<file path="src/bser_pkg.sv">
// Package of constants and types for the bridge system-error reporting unit
package bser_pkg;

    // Register indices on the plain register port
    localparam logic [3:0] ADDR_CTRL     = 4'h0;
    localparam logic [3:0] ADDR_STATUS   = 4'h1;
    localparam logic [3:0] ADDR_CAUSE    = 4'h2;
    localparam logic [3:0] ADDR_DISABLE  = 4'h3;
    localparam logic [3:0] ADDR_IRQ_STAT = 4'h4;
    localparam logic [3:0] ADDR_IRQ_CLR  = 4'h5;
    localparam logic [3:0] ADDR_IRQ_EN   = 4'h6;
    localparam logic [3:0] ADDR_RETRY    = 4'h7;

    // Control register bit positions
    localparam int CTL_SERR_EN    = 0;
    localparam int CTL_PRI_PER    = 1;
    localparam int CTL_SEC_PER    = 2;
    localparam int CTL_FWD_EN     = 3;
    localparam int CTL_MTO_SERR   = 4;
    localparam int CTL_MABORT_MOD = 5;

    // Status register bit positions
    localparam int STS_SIG_SERR = 0;
    localparam int STS_RCV_SERR = 1;

    // Cause codes: bit index in cause, disable and interrupt registers
    localparam int NCAUSE     = 8;
    localparam int CS_PARITY  = 0;
    localparam int CS_SEC_ERR = 1;
    localparam int CS_TABORT  = 2;
    localparam int CS_MABORT  = 3;
    localparam int CS_PW_RTY  = 4;
    localparam int CS_DW_RTY  = 5;
    localparam int CS_DR_RTY  = 6;
    localparam int CS_MTO     = 7;

    // Transaction kinds of the retry counter
    localparam logic [1:0] TK_POSTED  = 2'h0;
    localparam logic [1:0] TK_DLY_WR  = 2'h1;
    localparam logic [1:0] TK_DLY_RD  = 2'h2;

    // Retry limit, two to the 24th by default
    localparam logic [24:0] RETRY_LIMIT_DEF = 25'h1000000;

    localparam logic [7:0] RST_CTRL = 8'h00;
    localparam logic [7:0] RST_DIS  = 8'h00;

    typedef enum logic [1:0] {
        PIN_IDLE,
        PIN_DRIVE
    } bser_pin_t;

endpackage

</file>
<file path="src/bser_core.sv">
// System-error reporting unit of a two-port bridge, primary side
//
// Overview of operation
// RQ1: Target-bus parity error on posted write signals error
// RQ2: Skip if parity already seen as target
// RQ3: Needs both parity responses; posted writes only
// RQ4: Never assert without command system-error enable
// RQ5: Each assertion sets signaled-system-error status
// RQ6: Secondary error input forwarded when enabled
// RQ7: Secondary error input sets received-error status
// RQ8: Target abort on posted write is cause
// RQ9: Master abort on posted write is cause
// RQ10: Posted write retry exhaustion is cause
// RQ11: Delayed write retry exhaustion is cause
// RQ12: Delayed read retry exhaustion is cause
// RQ13: Master timeout on delayed transaction is cause
// RQ14: Cause register records which event asserted
// RQ15: Per-cause disable bits except master timeout
// RQ16: Master timeout gated by bridge-control enable
// RQ17: Retry counter cleared on accept, flags limit
// RQ18: Open-drain low pulse, one clock per event
//
// Implementation choices: the plain strobed port and the register offsets.
module bser_core
    import bser_pkg::*;
#(
    parameter logic [24:0] RETRY_LIMIT = RETRY_LIMIT_DEF
) (
    // Clock and reset
    input  wire logic        i_clk,
    input  wire logic        i_rst_b,
    // Register port
    input  wire logic [3:0]  i_addr,
    input  wire logic [31:0] i_wdata,
    input  wire logic        i_wr,
    input  wire logic        i_rd,
    output logic      [31:0] o_rdata,
    // Error sources, one-cycle pulses
    input  wire logic        i_pri_parity_err_n,
    input  wire logic        i_sec_parity_err_n,
    input  wire logic        i_pw_active,
    input  wire logic        i_pw_upstream,
    input  wire logic        i_pw_seen_as_target,
    input  wire logic        i_sec_sys_err_in_n,
    input  wire logic        i_pw_target_abort,
    input  wire logic        i_pw_master_abort,
    input  wire logic        i_master_timeout,
    // Retry tracking for the transaction at the head of the queue
    input  wire logic        i_retry,
    input  wire logic        i_accept,
    input  wire logic [1:0]  i_txn_kind,
    // Discard request back to the queue
    output logic             o_discard,
    // System-error pin
    output logic             o_pri_sys_err_n_o,
    output logic             o_pri_sys_err_n_oe,
    // Interrupt
    output logic             o_irq
);

    typedef struct packed {
        logic [7:0]  ctrl;
        logic [1:0]  status;
        logic [NCAUSE-1:0] cause;
        logic [NCAUSE-1:0] dis;
        logic [NCAUSE-1:0] irq_stat;
        logic [NCAUSE-1:0] irq_en;
        logic [24:0] retry_cnt;
        logic [24:0] retry_lim;
        logic        discard;
        bser_pin_t   pin;
        logic        pin_o;
        logic        pin_oe;
        logic        irq;
        logic [31:0] rdata;
    } bser_state_t;

    bser_state_t st;
    bser_state_t next_st;

    logic [NCAUSE-1:0] ev;
    logic [NCAUSE-1:0] fire;
    logic              rty_hit;

    // Write decode used for several registers
    function automatic logic wr_hit(input logic [3:0] a,
                                    input logic [3:0] ref_a);
        wr_hit = i_wr && (a == ref_a);
    endfunction

    always_comb begin
        rty_hit = i_retry && (st.retry_cnt + 25'h0000001 >= st.retry_lim);
        ev = '0;
        // Only posted writes, parity reported on the target bus
        ev[CS_PARITY] = i_pw_active && !i_pw_seen_as_target &&          // [RQ2]
            (i_pw_upstream ? !i_pri_parity_err_n                     // [RQ1]
                           : !i_sec_parity_err_n) &&
            st.ctrl[CTL_PRI_PER] && st.ctrl[CTL_SEC_PER];            // [RQ3]
        ev[CS_SEC_ERR] = !i_sec_sys_err_in_n;
        ev[CS_TABORT]  = i_pw_target_abort;                          // [RQ8]
        ev[CS_MABORT]  = i_pw_master_abort &&                        // [RQ9]
            st.ctrl[CTL_MABORT_MOD];
        ev[CS_PW_RTY]  = rty_hit && (i_txn_kind == TK_POSTED);       // [RQ10]
        ev[CS_DW_RTY]  = rty_hit && (i_txn_kind == TK_DLY_WR);       // [RQ11]
        ev[CS_DR_RTY]  = rty_hit && (i_txn_kind == TK_DLY_RD);       // [RQ12]
        ev[CS_MTO]     = i_master_timeout;                           // [RQ13]

        fire = ev & ~st.dis;                                         // [RQ15]
        fire[CS_SEC_ERR] = ev[CS_SEC_ERR] && st.ctrl[CTL_FWD_EN] &&  // [RQ6]
            !st.dis[CS_SEC_ERR];
        fire[CS_MTO] = ev[CS_MTO] && st.ctrl[CTL_MTO_SERR];          // [RQ16]
        if (!st.ctrl[CTL_SERR_EN]) begin
            fire = '0;                                               // [RQ4]
        end
    end

    always_comb begin
        next_st = st;
        next_st.rdata = 32'h00000000;

        // Retry counter per transaction
        if (i_accept || rty_hit) begin
            next_st.retry_cnt = 25'h0000000;                         // [RQ17]
        end else if (i_retry) begin
            next_st.retry_cnt = st.retry_cnt + 25'h0000001;
        end
        next_st.discard = rty_hit;                                   // [RQ17]

        // Register writes
        if (wr_hit(i_addr, ADDR_CTRL)) begin
            next_st.ctrl = i_wdata[7:0];
        end
        if (wr_hit(i_addr, ADDR_DISABLE)) begin
            next_st.dis = i_wdata[NCAUSE-1:0];
        end
        if (wr_hit(i_addr, ADDR_IRQ_EN)) begin
            next_st.irq_en = i_wdata[NCAUSE-1:0];
        end
        if (wr_hit(i_addr, ADDR_RETRY)) begin
            next_st.retry_lim = (i_wdata[24:0] == 25'h0000000) ?
                                25'h0000001 : i_wdata[24:0];
        end
        // Status and cause: write one to clear, set wins
        if (wr_hit(i_addr, ADDR_STATUS)) begin
            next_st.status = st.status & ~i_wdata[1:0];
        end
        if (wr_hit(i_addr, ADDR_CAUSE)) begin
            next_st.cause = st.cause & ~i_wdata[NCAUSE-1:0];
        end
        if (wr_hit(i_addr, ADDR_IRQ_CLR)) begin
            next_st.irq_stat = st.irq_stat & ~i_wdata[NCAUSE-1:0];
        end
        next_st.irq_stat = next_st.irq_stat | ev;
        next_st.cause = next_st.cause | fire;                        // [RQ14]
        if (ev[CS_SEC_ERR]) begin
            next_st.status[STS_RCV_SERR] = 1'b1;                     // [RQ7]
        end
        if (|fire) begin
            next_st.status[STS_SIG_SERR] = 1'b1;                     // [RQ5]
        end

        // Pin drives low for exactly the cycle after an event
        unique case (st.pin)
            PIN_IDLE: begin
                if (|fire) begin
                    next_st.pin = PIN_DRIVE;                         // [RQ18]
                end
            end
            PIN_DRIVE: begin
                if (!(|fire)) begin
                    next_st.pin = PIN_IDLE;
                end
            end
        endcase
        next_st.pin_o  = 1'b0;
        next_st.pin_oe = |fire;                                      // [RQ18]

        next_st.irq = |(next_st.irq_stat & next_st.irq_en);

        if (i_rd) begin
            unique case (i_addr)
                ADDR_CTRL:     next_st.rdata = {24'h000000, st.ctrl};
                ADDR_STATUS:   next_st.rdata = {30'h00000000, st.status};
                ADDR_CAUSE:    next_st.rdata = {24'h000000, st.cause};
                ADDR_DISABLE:  next_st.rdata = {24'h000000, st.dis};
                ADDR_IRQ_STAT: next_st.rdata = {24'h000000, st.irq_stat};
                ADDR_IRQ_EN:   next_st.rdata = {24'h000000, st.irq_en};
                ADDR_RETRY:    next_st.rdata = {7'h00, st.retry_lim};
                default:       next_st.rdata = 32'h00000000;
            endcase
        end
    end

    always_ff @(posedge i_clk or negedge i_rst_b) begin
        if (!i_rst_b) begin
            st.ctrl      <= RST_CTRL;
            st.status    <= 2'h0;
            st.cause     <= '0;
            st.dis       <= RST_DIS;
            st.irq_stat  <= '0;
            st.irq_en    <= '0;
            st.retry_cnt <= 25'h0000000;
            st.retry_lim <= RETRY_LIMIT;
            st.discard   <= 1'b0;
            st.pin       <= PIN_IDLE;
            st.pin_o     <= 1'b0;
            st.pin_oe    <= 1'b0;
            st.irq       <= 1'b0;
            st.rdata     <= 32'h00000000;
        end else begin
            st <= next_st;
        end
    end

    assign o_rdata            = st.rdata;
    assign o_discard          = st.discard;
    assign o_pri_sys_err_n_o  = st.pin_o;
    assign o_pri_sys_err_n_oe = st.pin_oe;
    assign o_irq              = st.irq;

    // Assertions
    AST_NO_SERR_WITHOUT_EN: assert property (@(posedge i_clk) // [RQ4]
        disable iff (!i_rst_b)
        !st.ctrl[CTL_SERR_EN] |=> !o_pri_sys_err_n_oe)
        else $error("system error driven while disabled");

    AST_SIG_STATUS: assert property (@(posedge i_clk) // [RQ5]
        disable iff (!i_rst_b)
        $rose(o_pri_sys_err_n_oe) |-> st.status[STS_SIG_SERR])
        else $error("signaled status not set");

    AST_PULSE: assert property (@(posedge i_clk) // [RQ18]
        disable iff (!i_rst_b)
        (|fire) |=> o_pri_sys_err_n_oe && !o_pri_sys_err_n_o)
        else $error("pin not driven low after event");

    AST_NO_SPURIOUS: assert property (@(posedge i_clk) // [RQ18]
        disable iff (!i_rst_b)
        !(|fire) |=> !o_pri_sys_err_n_oe)
        else $error("pin driven without event");

    AST_RCV_STATUS: assert property (@(posedge i_clk) // [RQ7]
        disable iff (!i_rst_b)
        !i_sec_sys_err_in_n |=> st.status[STS_RCV_SERR])
        else $error("received status not set");

    AST_FWD: assert property (@(posedge i_clk) // [RQ6]
        disable iff (!i_rst_b)
        !i_sec_sys_err_in_n && st.ctrl[CTL_SERR_EN] &&
        st.ctrl[CTL_FWD_EN] && !st.dis[CS_SEC_ERR]
        |=> o_pri_sys_err_n_oe)
        else $error("secondary error not forwarded");

    AST_PARITY_TGT: assert property (@(posedge i_clk) // [RQ2]
        disable iff (!i_rst_b)
        i_pw_seen_as_target |-> !fire[CS_PARITY])
        else $error("parity reported though seen as target");

    AST_PARITY_BOTH: assert property (@(posedge i_clk) // [RQ3]
        disable iff (!i_rst_b)
        fire[CS_PARITY] |-> st.ctrl[CTL_PRI_PER] && st.ctrl[CTL_SEC_PER])
        else $error("parity reported without both responses");

    AST_CAUSE: assert property (@(posedge i_clk) // [RQ14]
        disable iff (!i_rst_b)
        (|fire) |=> |(st.cause & $past(fire)))
        else $error("cause not recorded");

    AST_MTO_GATE: assert property (@(posedge i_clk) // [RQ16]
        disable iff (!i_rst_b)
        i_master_timeout && !st.ctrl[CTL_MTO_SERR] |-> !fire[CS_MTO])
        else $error("timeout reported while disabled");

    AST_DISCARD: assert property (@(posedge i_clk) // [RQ17]
        disable iff (!i_rst_b)
        rty_hit |=> o_discard && st.retry_cnt == 25'h0000000)
        else $error("retry limit not handled");

    // Each parity direction must reach the pin when fully enabled
    AST_PAR_UP: assert property (@(posedge i_clk) // [RQ1]
        disable iff (!i_rst_b)
        i_pw_active && i_pw_upstream && !i_pri_parity_err_n &&
        !i_pw_seen_as_target && st.ctrl[CTL_SERR_EN] &&
        st.ctrl[CTL_PRI_PER] && st.ctrl[CTL_SEC_PER] &&
        !st.dis[CS_PARITY]
        |=> o_pri_sys_err_n_oe && st.cause[CS_PARITY])
        else $error("upstream parity error not reported");

    AST_PAR_DN: assert property (@(posedge i_clk) // [RQ1]
        disable iff (!i_rst_b)
        i_pw_active && !i_pw_upstream && !i_sec_parity_err_n &&
        !i_pw_seen_as_target && st.ctrl[CTL_SERR_EN] &&
        st.ctrl[CTL_PRI_PER] && st.ctrl[CTL_SEC_PER] &&
        !st.dis[CS_PARITY]
        |=> o_pri_sys_err_n_oe && st.cause[CS_PARITY])
        else $error("downstream parity error not reported");

    AST_PAR_PW_ONLY: assert property (@(posedge i_clk) // [RQ3]
        disable iff (!i_rst_b)
        !i_pw_active |-> !fire[CS_PARITY])
        else $error("parity reported outside posted write");

    AST_OE_NEEDS_EN: assert property (@(posedge i_clk) // [RQ4]
        disable iff (!i_rst_b)
        o_pri_sys_err_n_oe |-> $past(st.ctrl[CTL_SERR_EN]))
        else $error("pin driven after disabled cycle");

    AST_SIG_HELD: assert property (@(posedge i_clk) // [RQ5]
        disable iff (!i_rst_b)
        o_pri_sys_err_n_oe |-> st.status[STS_SIG_SERR])
        else $error("pin driven with signaled status clear");

    AST_FWD_OFF: assert property (@(posedge i_clk) // [RQ6]
        disable iff (!i_rst_b)
        !st.ctrl[CTL_FWD_EN] |-> !fire[CS_SEC_ERR])
        else $error("secondary error forwarded while disabled");

    AST_TABORT: assert property (@(posedge i_clk) // [RQ8]
        disable iff (!i_rst_b)
        i_pw_target_abort && st.ctrl[CTL_SERR_EN] && !st.dis[CS_TABORT]
        |=> o_pri_sys_err_n_oe && st.cause[CS_TABORT])
        else $error("target abort not reported");

    AST_MABORT: assert property (@(posedge i_clk) // [RQ9]
        disable iff (!i_rst_b)
        i_pw_master_abort && st.ctrl[CTL_SERR_EN] &&
        st.ctrl[CTL_MABORT_MOD] && !st.dis[CS_MABORT]
        |=> o_pri_sys_err_n_oe && st.cause[CS_MABORT])
        else $error("master abort not reported");

    AST_MABORT_MODE: assert property (@(posedge i_clk) // [RQ9]
        disable iff (!i_rst_b)
        !st.ctrl[CTL_MABORT_MOD] |-> !fire[CS_MABORT])
        else $error("master abort reported with mode clear");

    AST_PW_RTY: assert property (@(posedge i_clk) // [RQ10]
        disable iff (!i_rst_b)
        rty_hit && i_txn_kind == TK_POSTED && st.ctrl[CTL_SERR_EN] &&
        !st.dis[CS_PW_RTY]
        |=> o_pri_sys_err_n_oe && st.cause[CS_PW_RTY])
        else $error("posted retry discard not reported");

    AST_DW_RTY: assert property (@(posedge i_clk) // [RQ11]
        disable iff (!i_rst_b)
        rty_hit && i_txn_kind == TK_DLY_WR && st.ctrl[CTL_SERR_EN] &&
        !st.dis[CS_DW_RTY]
        |=> o_pri_sys_err_n_oe && st.cause[CS_DW_RTY])
        else $error("delayed write retry discard not reported");

    AST_DR_RTY: assert property (@(posedge i_clk) // [RQ12]
        disable iff (!i_rst_b)
        rty_hit && i_txn_kind == TK_DLY_RD && st.ctrl[CTL_SERR_EN] &&
        !st.dis[CS_DR_RTY]
        |=> o_pri_sys_err_n_oe && st.cause[CS_DR_RTY])
        else $error("delayed read retry discard not reported");

    AST_MTO: assert property (@(posedge i_clk) // [RQ13]
        disable iff (!i_rst_b)
        i_master_timeout && st.ctrl[CTL_SERR_EN] && st.ctrl[CTL_MTO_SERR]
        |=> o_pri_sys_err_n_oe && st.cause[CS_MTO])
        else $error("master timeout not reported");

    // Master timeout is left out: its gate lives in the control register
    AST_DIS: assert property (@(posedge i_clk) // [RQ15]
        disable iff (!i_rst_b)
        !(|(fire[CS_DR_RTY:CS_PARITY] & st.dis[CS_DR_RTY:CS_PARITY])))
        else $error("disabled cause reported");

    AST_RTY_CLR: assert property (@(posedge i_clk) // [RQ17]
        disable iff (!i_rst_b)
        i_accept |=> st.retry_cnt == 25'h0000000)
        else $error("retry counter not cleared on accept");

    AST_RTY_INC: assert property (@(posedge i_clk) // [RQ17]
        disable iff (!i_rst_b)
        i_retry && !i_accept && !rty_hit
        |=> st.retry_cnt == $past(st.retry_cnt) + 25'h0000001)
        else $error("retry counter did not advance");

    AST_NO_DISCARD: assert property (@(posedge i_clk) // [RQ17]
        disable iff (!i_rst_b)
        !i_retry |=> !o_discard)
        else $error("discard without a retry");

    // The state register shadows the enable so a stuck pin shows up
    AST_PIN_STATE: assert property (@(posedge i_clk) // [RQ18]
        disable iff (!i_rst_b)
        (st.pin == PIN_DRIVE) == o_pri_sys_err_n_oe)
        else $error("pin state and drive disagree");

    AST_PIN_LOW: assert property (@(posedge i_clk) // [RQ18]
        disable iff (!i_rst_b)
        !o_pri_sys_err_n_o)
        else $error("open-drain pin drives high");

endmodule

</file>
<file path="config.mk">
export PLATFORM = sky130hd
export DESIGN_NAME = bser_core
export DESIGN_NICKNAME = d
export VERILOG_FILES = /design/src/bser_pkg.sv /design/src/bser_core.sv
export SDC_FILE = /design/constraint.sdc
export NUM_CORES = 1
export LEC_CHECK = 0
export BUFFER_PORTS_ARGS = -buffer_cell sky130_fd_sc_hd__buf_2
export CAP_MARGIN = 20
export CORE_AREA = 3 3 125 127
export DETAILED_ROUTE_END_ITERATION = 12
export DIE_AREA = 0 0 128 130
export GPL_ROUTABILITY_DRIVEN = 1
export HOLD_SLACK_MARGIN = 0.03
export PLACE_DENSITY = 0.7
export SETUP_SLACK_MARGIN = 0.02
export SLEW_MARGIN = 25
export SYNTH_ARGS = -nofsm -noshare
export SYNTH_HDL_FRONTEND = slang
export SYNTH_SLANG_ARGS = --single-unit
</file>
<file path="constraint.sdc">
create_clock -name i_clk -period 3 [get_ports i_clk]
set_input_delay 0.3 -clock i_clk [delete_from_list [all_inputs] [get_ports i_clk]]
set_output_delay 0.3 -clock i_clk [all_outputs]
set_load 0.005 [all_outputs]
</file>
==> results.cfg, run 1 <==
[outcome]
status = finished with violations
violations = setup timing

[placed_design]
detailedPlace.worstSlack_ps = -175.9
gp_routability_congestion = 0.9258
detailed_placement_wirelength_estimate_um = 12590
numPortBuffers = 73
place_area_mm2 = 0.007274

[global_routing]
first_global_vias = 5263
grt_start_max_net_pins = 54
antenna_found_initial = 0
grt-ovfl-total = 0
wire_length_of_the_first_global_routing_pass_um = 27590
groute.usage.overall = 0.2141

[logic_synthesis]
post_synth_inst_count = 629
async_flop_share = 1.000
postSynthRegisterBits = 120
ys.warnings.count = 0
post_synth_instance_area_mm2 = 0.006520
yosys.area.top_type_share = 0.4567
postSynth.topFlopCell = dfrtp_1
synth.lib_cells_used.distinct = 70
synthDominantAreaCellType = dfrtp_1
avgSynthCellArea_um2 = 10.37
synthTopCellsByArea = dfrtp_1 46%, mux2_2 6.6%, ha_1 5.0%
synth.yosys.seq_area_share = 0.4608
synth-edff-count = 0

[final_layout]
ant_cells = 0
finalInstanceArea_mm2 = 0.008128
final_common_cell = dfrtp_1
final_layout_size_suffix_gt1_frac = 0.3453
fillerInstances = 1203
area_growth_syn_to_fin_pct = 24.66
layout.cells.most_common_list = 119 x dfrtp_1, 72 x buf_2, 68 x buf_4, 67 x nand2_1, 38 x mux2_2
nets = 819

[drt]
detail_route.iter0.violations = 450
route.final.wire_length_um = 17510
routed-via-count = 5263
drt_drc_violations_left = 0
antenna_violating_nets_post_route = 0
route.detailed.wl_per_inst_um = 18.74
first_pass_iteration_count_of_the_detailed_router = 5
drt-vias-per-instance = 5.635

[setup_path]
crit_chain = ha_2 > nand3_4 > nor4_4 > buf_4 > nand4_1 > xnor2_2 > ha_1 > and4_4 > and4_4 > a31oi_1 > o2111a_2 > and2_4 > buf_12 > a32o_1
crit_path_max_fanout = 11
worst_setup_path_end_kind = register
cp.required_ps = 3300
critPathArrivalTime_ps = 3450
path_delay_family = simple AND/OR/NAND/NOR gates
crit_path_start_kind = register
critical_path.max_stage_delay_ps = 390
cp.buffers_inverters = 2
worst_path_most_repeated_cell = and4_4
crit_type = register to register
critical-path-slowest-cell = dfrtp_1

[clock_tree]
cts-buffers-inserted = 17
cts_num_sinks = 120
worstSkewPairLatency_ps = 420
clockBufferDepth = 2
ctsRootBufferMaster = clkbuf_16
clkSlewWorstSetupHoldPaths_ps = 50
htree_levels = 4
tritoncts_clock_tree = yes

[timing]
post-route-worst-setup-slack_ps = -148.9
worstMarginPinSlew_ps = 811.6
final.setup.tns_ps = -3273
setup_repair_after_global_routing_missed_its_margin = true
report.final.slew_viol_count = 0
timing.hold.ws_ps = 83.23
post-route-period-util = 1.050
final-hold-violation-count = 0
report.final.setup_viol = 33
maximum_clock_frequency_mhz = 317.6
maxSlewHeadroom = 0.4539
post_layout_min_period_ps = 3149
worst_clock_skew_ps = 8.887

[die]
fp.dieArea_mm2 = 0.01664
die_h_um = 130
floorplan.die.width_um = 128
initial_utilization = 0.4486
core_area_mm2 = 0.01453
std_cell_rows = 44
io_pins = 89

[power_and_ir_drop]
worst_voltage_drop_across_the_vdd_grid_uv = 382.4
total_power_uw = 4551
leakage_uw = 0.004028
power_per_cell_area_mw_per_mm2 = 559.9

[flow_run]
maxCapViolCount = 0

[worst_hold_path]
hold_path.class = input pin to register
## report_power, final
| part | internal, uW | switching, uW | leakage [uW] |
|---|---|---|---|
| Clock | 1170 | 669 | 0.000261 |
| Sequential | 1840 | 171 | 0.00154 |
| Combinational | 327 | 373 | 0.00223 |
## cells in the mapped netlist, drive strengths merged (3+ instances only)
master / number
ha: 26
xor2: 5
dfrtp: 119
mux2: 38
inv: 35
a21oi: 9
nand2: 68
o211ai: 5
and3: 25
nor3b: 3
and4: 6
o21ai: 22
o31ai: 4
a211oi: 4
a31oi: 8
a21boi: 3
nor4: 10
clkbuf: 20
nand4: 9
a22oi: 18
nor2: 20
buf: 43
nor2b: 9
mux2i: 6
a21o: 7
nand3: 14
nand3b: 4
nor3: 9
or2: 10
a32o: 14
xnor2: 17
## worst paths after layout
kind,from,endpoint,slack (ps),cells after the start
worst max-delay path,st[63],st[69],-150,14
worst min-delay path,i_sec_sys_err_in_n,st[121],80,2
worst max register to register,st[63],st[69],-150,14
worst min register to register,st[121],st[121],480,2
max in group asynchronous,i_rst_b,st[87],1810,3
min in group asynchronous,i_rst_b,o_pri_sys_err_n_oe,400,2
## stage by stage
step           instances    util
6_report             934  0.5592
3_3_place_gp         888  0.5005
4_1_cts              927  0.5504
3_5_place_dp         888  0.5005
2_1_floorplan        636       -
5_1_grt              934  0.5592
## layer usage
layer  vias to the layer above  wire [um]  global-route usage
met4                         0        376             0.08427
met2                       177       8132              0.3306
met5                         -          0                   0
met3                        29       1103             0.04748
li1                       2456          -                   -
met1                      2601       7894              0.2953
## worst register-to-register path, cell delays in order, from the launching register on
cell and delay [ps]:
dfrtp_1 390, ha_2 230, nand3_4 90, nor4_4 270, buf_4 170, nand4_1 140
xnor2_2 190, ha_1 300, and4_4 220, and4_4 220, a31oi_1 80, o2111a_2 160
and2_4 190, buf_12 150, a32o_1 250
## cell families after synthesis
kind of cell    share of synthesized area
compound gates                     0.1336
xor+xnor                          0.02955
fa+ha+maj                         0.04989
buf+inv                           0.08002
flops                              0.4608
mux                               0.07542
other cells                     0.0005752
simple gates                       0.1702
## timing repair
action                                  CTS  global route
resized for setup                        21            13
pin swaps                                15            16
endpoints found under the setup margin   34            35
hold buffers                              1             0
endpoints found under the hold margin    39             0
buffers inserted                          9             7
## cell type report
type	count	area, um^2	share of cell area
flip-flops and latches	120	3004	0.3696
repair buffers	148	994.7	0.1224
clock buffers	27	523.0	0.06435
clock inverters	2	12.51	0.001539
well taps	184	230.2	0.02833
multi-input cells	418	3232	0.3976
inverters	35	131.4	0.01616
## state kept, by name, indices dropped and copies added, names as in the netlist
| name | cells |
|---|---|
| o_discard | 1 |
| o_rdata | 25 |
| o_pri_sys_err_n_oe | 1 |
| st | 92 |
| o_irq | 1 |
Note: power is estimated with default switching activity, not from simulation.
==> inputs of run 2 (changes only) <==
- PLACE_DENSITY: 0.7 -> 0.68
- clock period: 3 -> 3.25 ns (I/O delays scaled with it)
==> run 2 against run 1 <==
Effect of this change: sequential power is 8% lower; critical path type unchanged; power is essentially flat; the flow now finishes without violations; largest power group is now the clock network; critical path depth unchanged; routed wire length is 0.17% higher; register-to-register slack better by 160 ps; clock power increased by 11%; sequential share of layout area is 0.65 points higher; cell area decreased by 1.7%; flip-flop and latch count unchanged.
==> results.cfg, run 2 (synthesis gave the netlist of run 1 again) <==
[outcome]
status = completed

[setup_path]
cp.required_ps = 3550
crit_path_start_kind = register
critPathArrivalTime_ps = 3540
worst_setup_path_end_kind = register
crit_path_max_fanout = 7
crit_type = register to register

[timing]
setup_repair_after_global_routing_missed_its_margin = true
final-hold-violation-count = 0
maxSlewHeadroom = 0.4421
report.final.slew_viol_count = 0
final.setup.tns_ps = 0
post_layout_min_period_ps = 3237
maximum_clock_frequency_mhz = 308.9
worst_clock_skew_ps = 6.565
post-route-worst-setup-slack_ps = 13.00
post-route-period-util = 0.9960
report.final.setup_viol = 0
worstMarginPinSlew_ps = 829.2

[drt]
detail_route.iter0.violations = 467
drt-vias-per-instance = 5.795
route.final.wire_length_um = 17540
drt_drc_violations_left = 0
routed-via-count = 5291
first_pass_iteration_count_of_the_detailed_router = 5
route.detailed.wl_per_inst_um = 19.21
antenna_violating_nets_post_route = 0

[final_layout]
nets = 795
ant_cells = 0
largest_reg_by_ff_count = st
finish.cell_count_without_fillers = 913
area_growth_syn_to_fin_pct = 22.55
final_common_cell = dfrtp_1
layout.cells.most_common_list = 118 x dfrtp_1, 72 x buf_2, 67 x nand2_1, 47 x buf_4, 38 x mux2_2
finalInstanceArea_mm2 = 0.007990
number_of_flip_flops_in_the_largest_register = 92
final_layout_size_suffix_gt1_frac = 0.3278

[placed_design]
numPortBuffers = 73
gp_routability_congestion = 0.8822
place_area_mm2 = 0.007002
detailedPlace.worstSlack_ps = -60.82
detailed_placement_wirelength_estimate_um = 12180
place_inst = 863

[clock_tree]
worstSkewPairLatency_ps = 420
clockBufferDepth = 2
htree_levels = 4
tritoncts_clock_tree = yes
clkSlewWorstSetupHoldPaths_ps = 60
ctsRootBufferMaster = clkbuf_16
cts_num_sinks = 120
cts-buffers-inserted = 17

[die]
floorplan.die.width_um = 128
io_pins = 89
fp.dieArea_mm2 = 0.01664
core_area_mm2 = 0.01453
std_cell_rows = 44
die_h_um = 130
initial_utilization = 0.4486

[global_routing]
groute.usage.overall = 0.2127
wire_length_of_the_first_global_routing_pass_um = 27530
antenna_found_initial = 1
grt-ovfl-total = 0
grt_start_max_net_pins = 62
first_global_vias = 5326

[flow_run]
maxCapViolCount = 0

[power_and_ir_drop]
worst_voltage_drop_across_the_vdd_grid_uv = 370.4
leakage_uw = 0.003918
power_per_cell_area_mw_per_mm2 = 569.3

[worst_hold_path]
hold_path.class = input pin to register
-- run 2: final timing paths --
path                                    startpoint         end  slack, ps  cells after the start
min in group asynchronous                  i_rst_b     st[108]        530                      2
worst min register to register             st[115]     st[115]        470                      2
worst max register to register              st[64]      st[73]         10                     14
worst min-delay path            i_sec_sys_err_in_n     st[121]        110                      2
max in group asynchronous                  i_rst_b  o_rdata[5]       1790                      3
worst max-delay path                        st[64]      st[73]         10                     14
-- run 2: layout make-up --
type                            count  area [um^2]
Clock buffer                       22        484.2
Clock inverter                     10        165.2
Fill cell                        1244         6544
Inverter                           35        131.4
Multi-Input combinational cell    418         3188
Sequential cell                   120         3005
Tap cell                          184        230.2
Timing Repair Buffer              124        785.8
-- run 2: per-layer routing --
layer	part of all wire	vias to the layer above	GRT usage
met5	0.00074	-	0
met4	0.027	2	0.09051
met3	0.063	50	0.05076
met2	0.47	193	0.3315
met1	0.44	2634	0.2857
li1	-	2412	-
-- run 2: through the flow --
step / power (uW) / util / hold WS, ps
finish: 4548 / 0.5498 / 109.0
CTS: 4525 / 0.5331 / 95.99
global placement: 2426 / 0.4817 / 450.0
detailed placement: 2459 / 0.4817 / 463.3
floorplan: 2222 / - / 29.41
global route: 4753 / 0.5498 / 116.0
-- run 2: critical path: stages (launching register included) --
cell and delay (ps):
dfrtp_1 370, ha_2 210, nand3_2 120, nor4_4 290
buf_4 190, nand4_1 160, xnor2_2 190, ha_1 300
and4_4 210, and4_4 220, a31oi_1 70, o2111a_2 200
and2_4 200, buf_6 140, a32o_1 250
-- run 2: report_power, final --
group | switching, uW | internal, uW
combinational | 343 | 298
sequential | 157 | 1700
clock | 686 | 1370
-- run 2: what timing repair did --
item                                    CTS  global route
hold buffers                              1             0
resized for setup                         7            28
gates cloned                              0             1
hold endpoints to repair                 27             0
pin swaps                                 4            32
setup buffers                             6            10
endpoints found under the setup margin   26            29
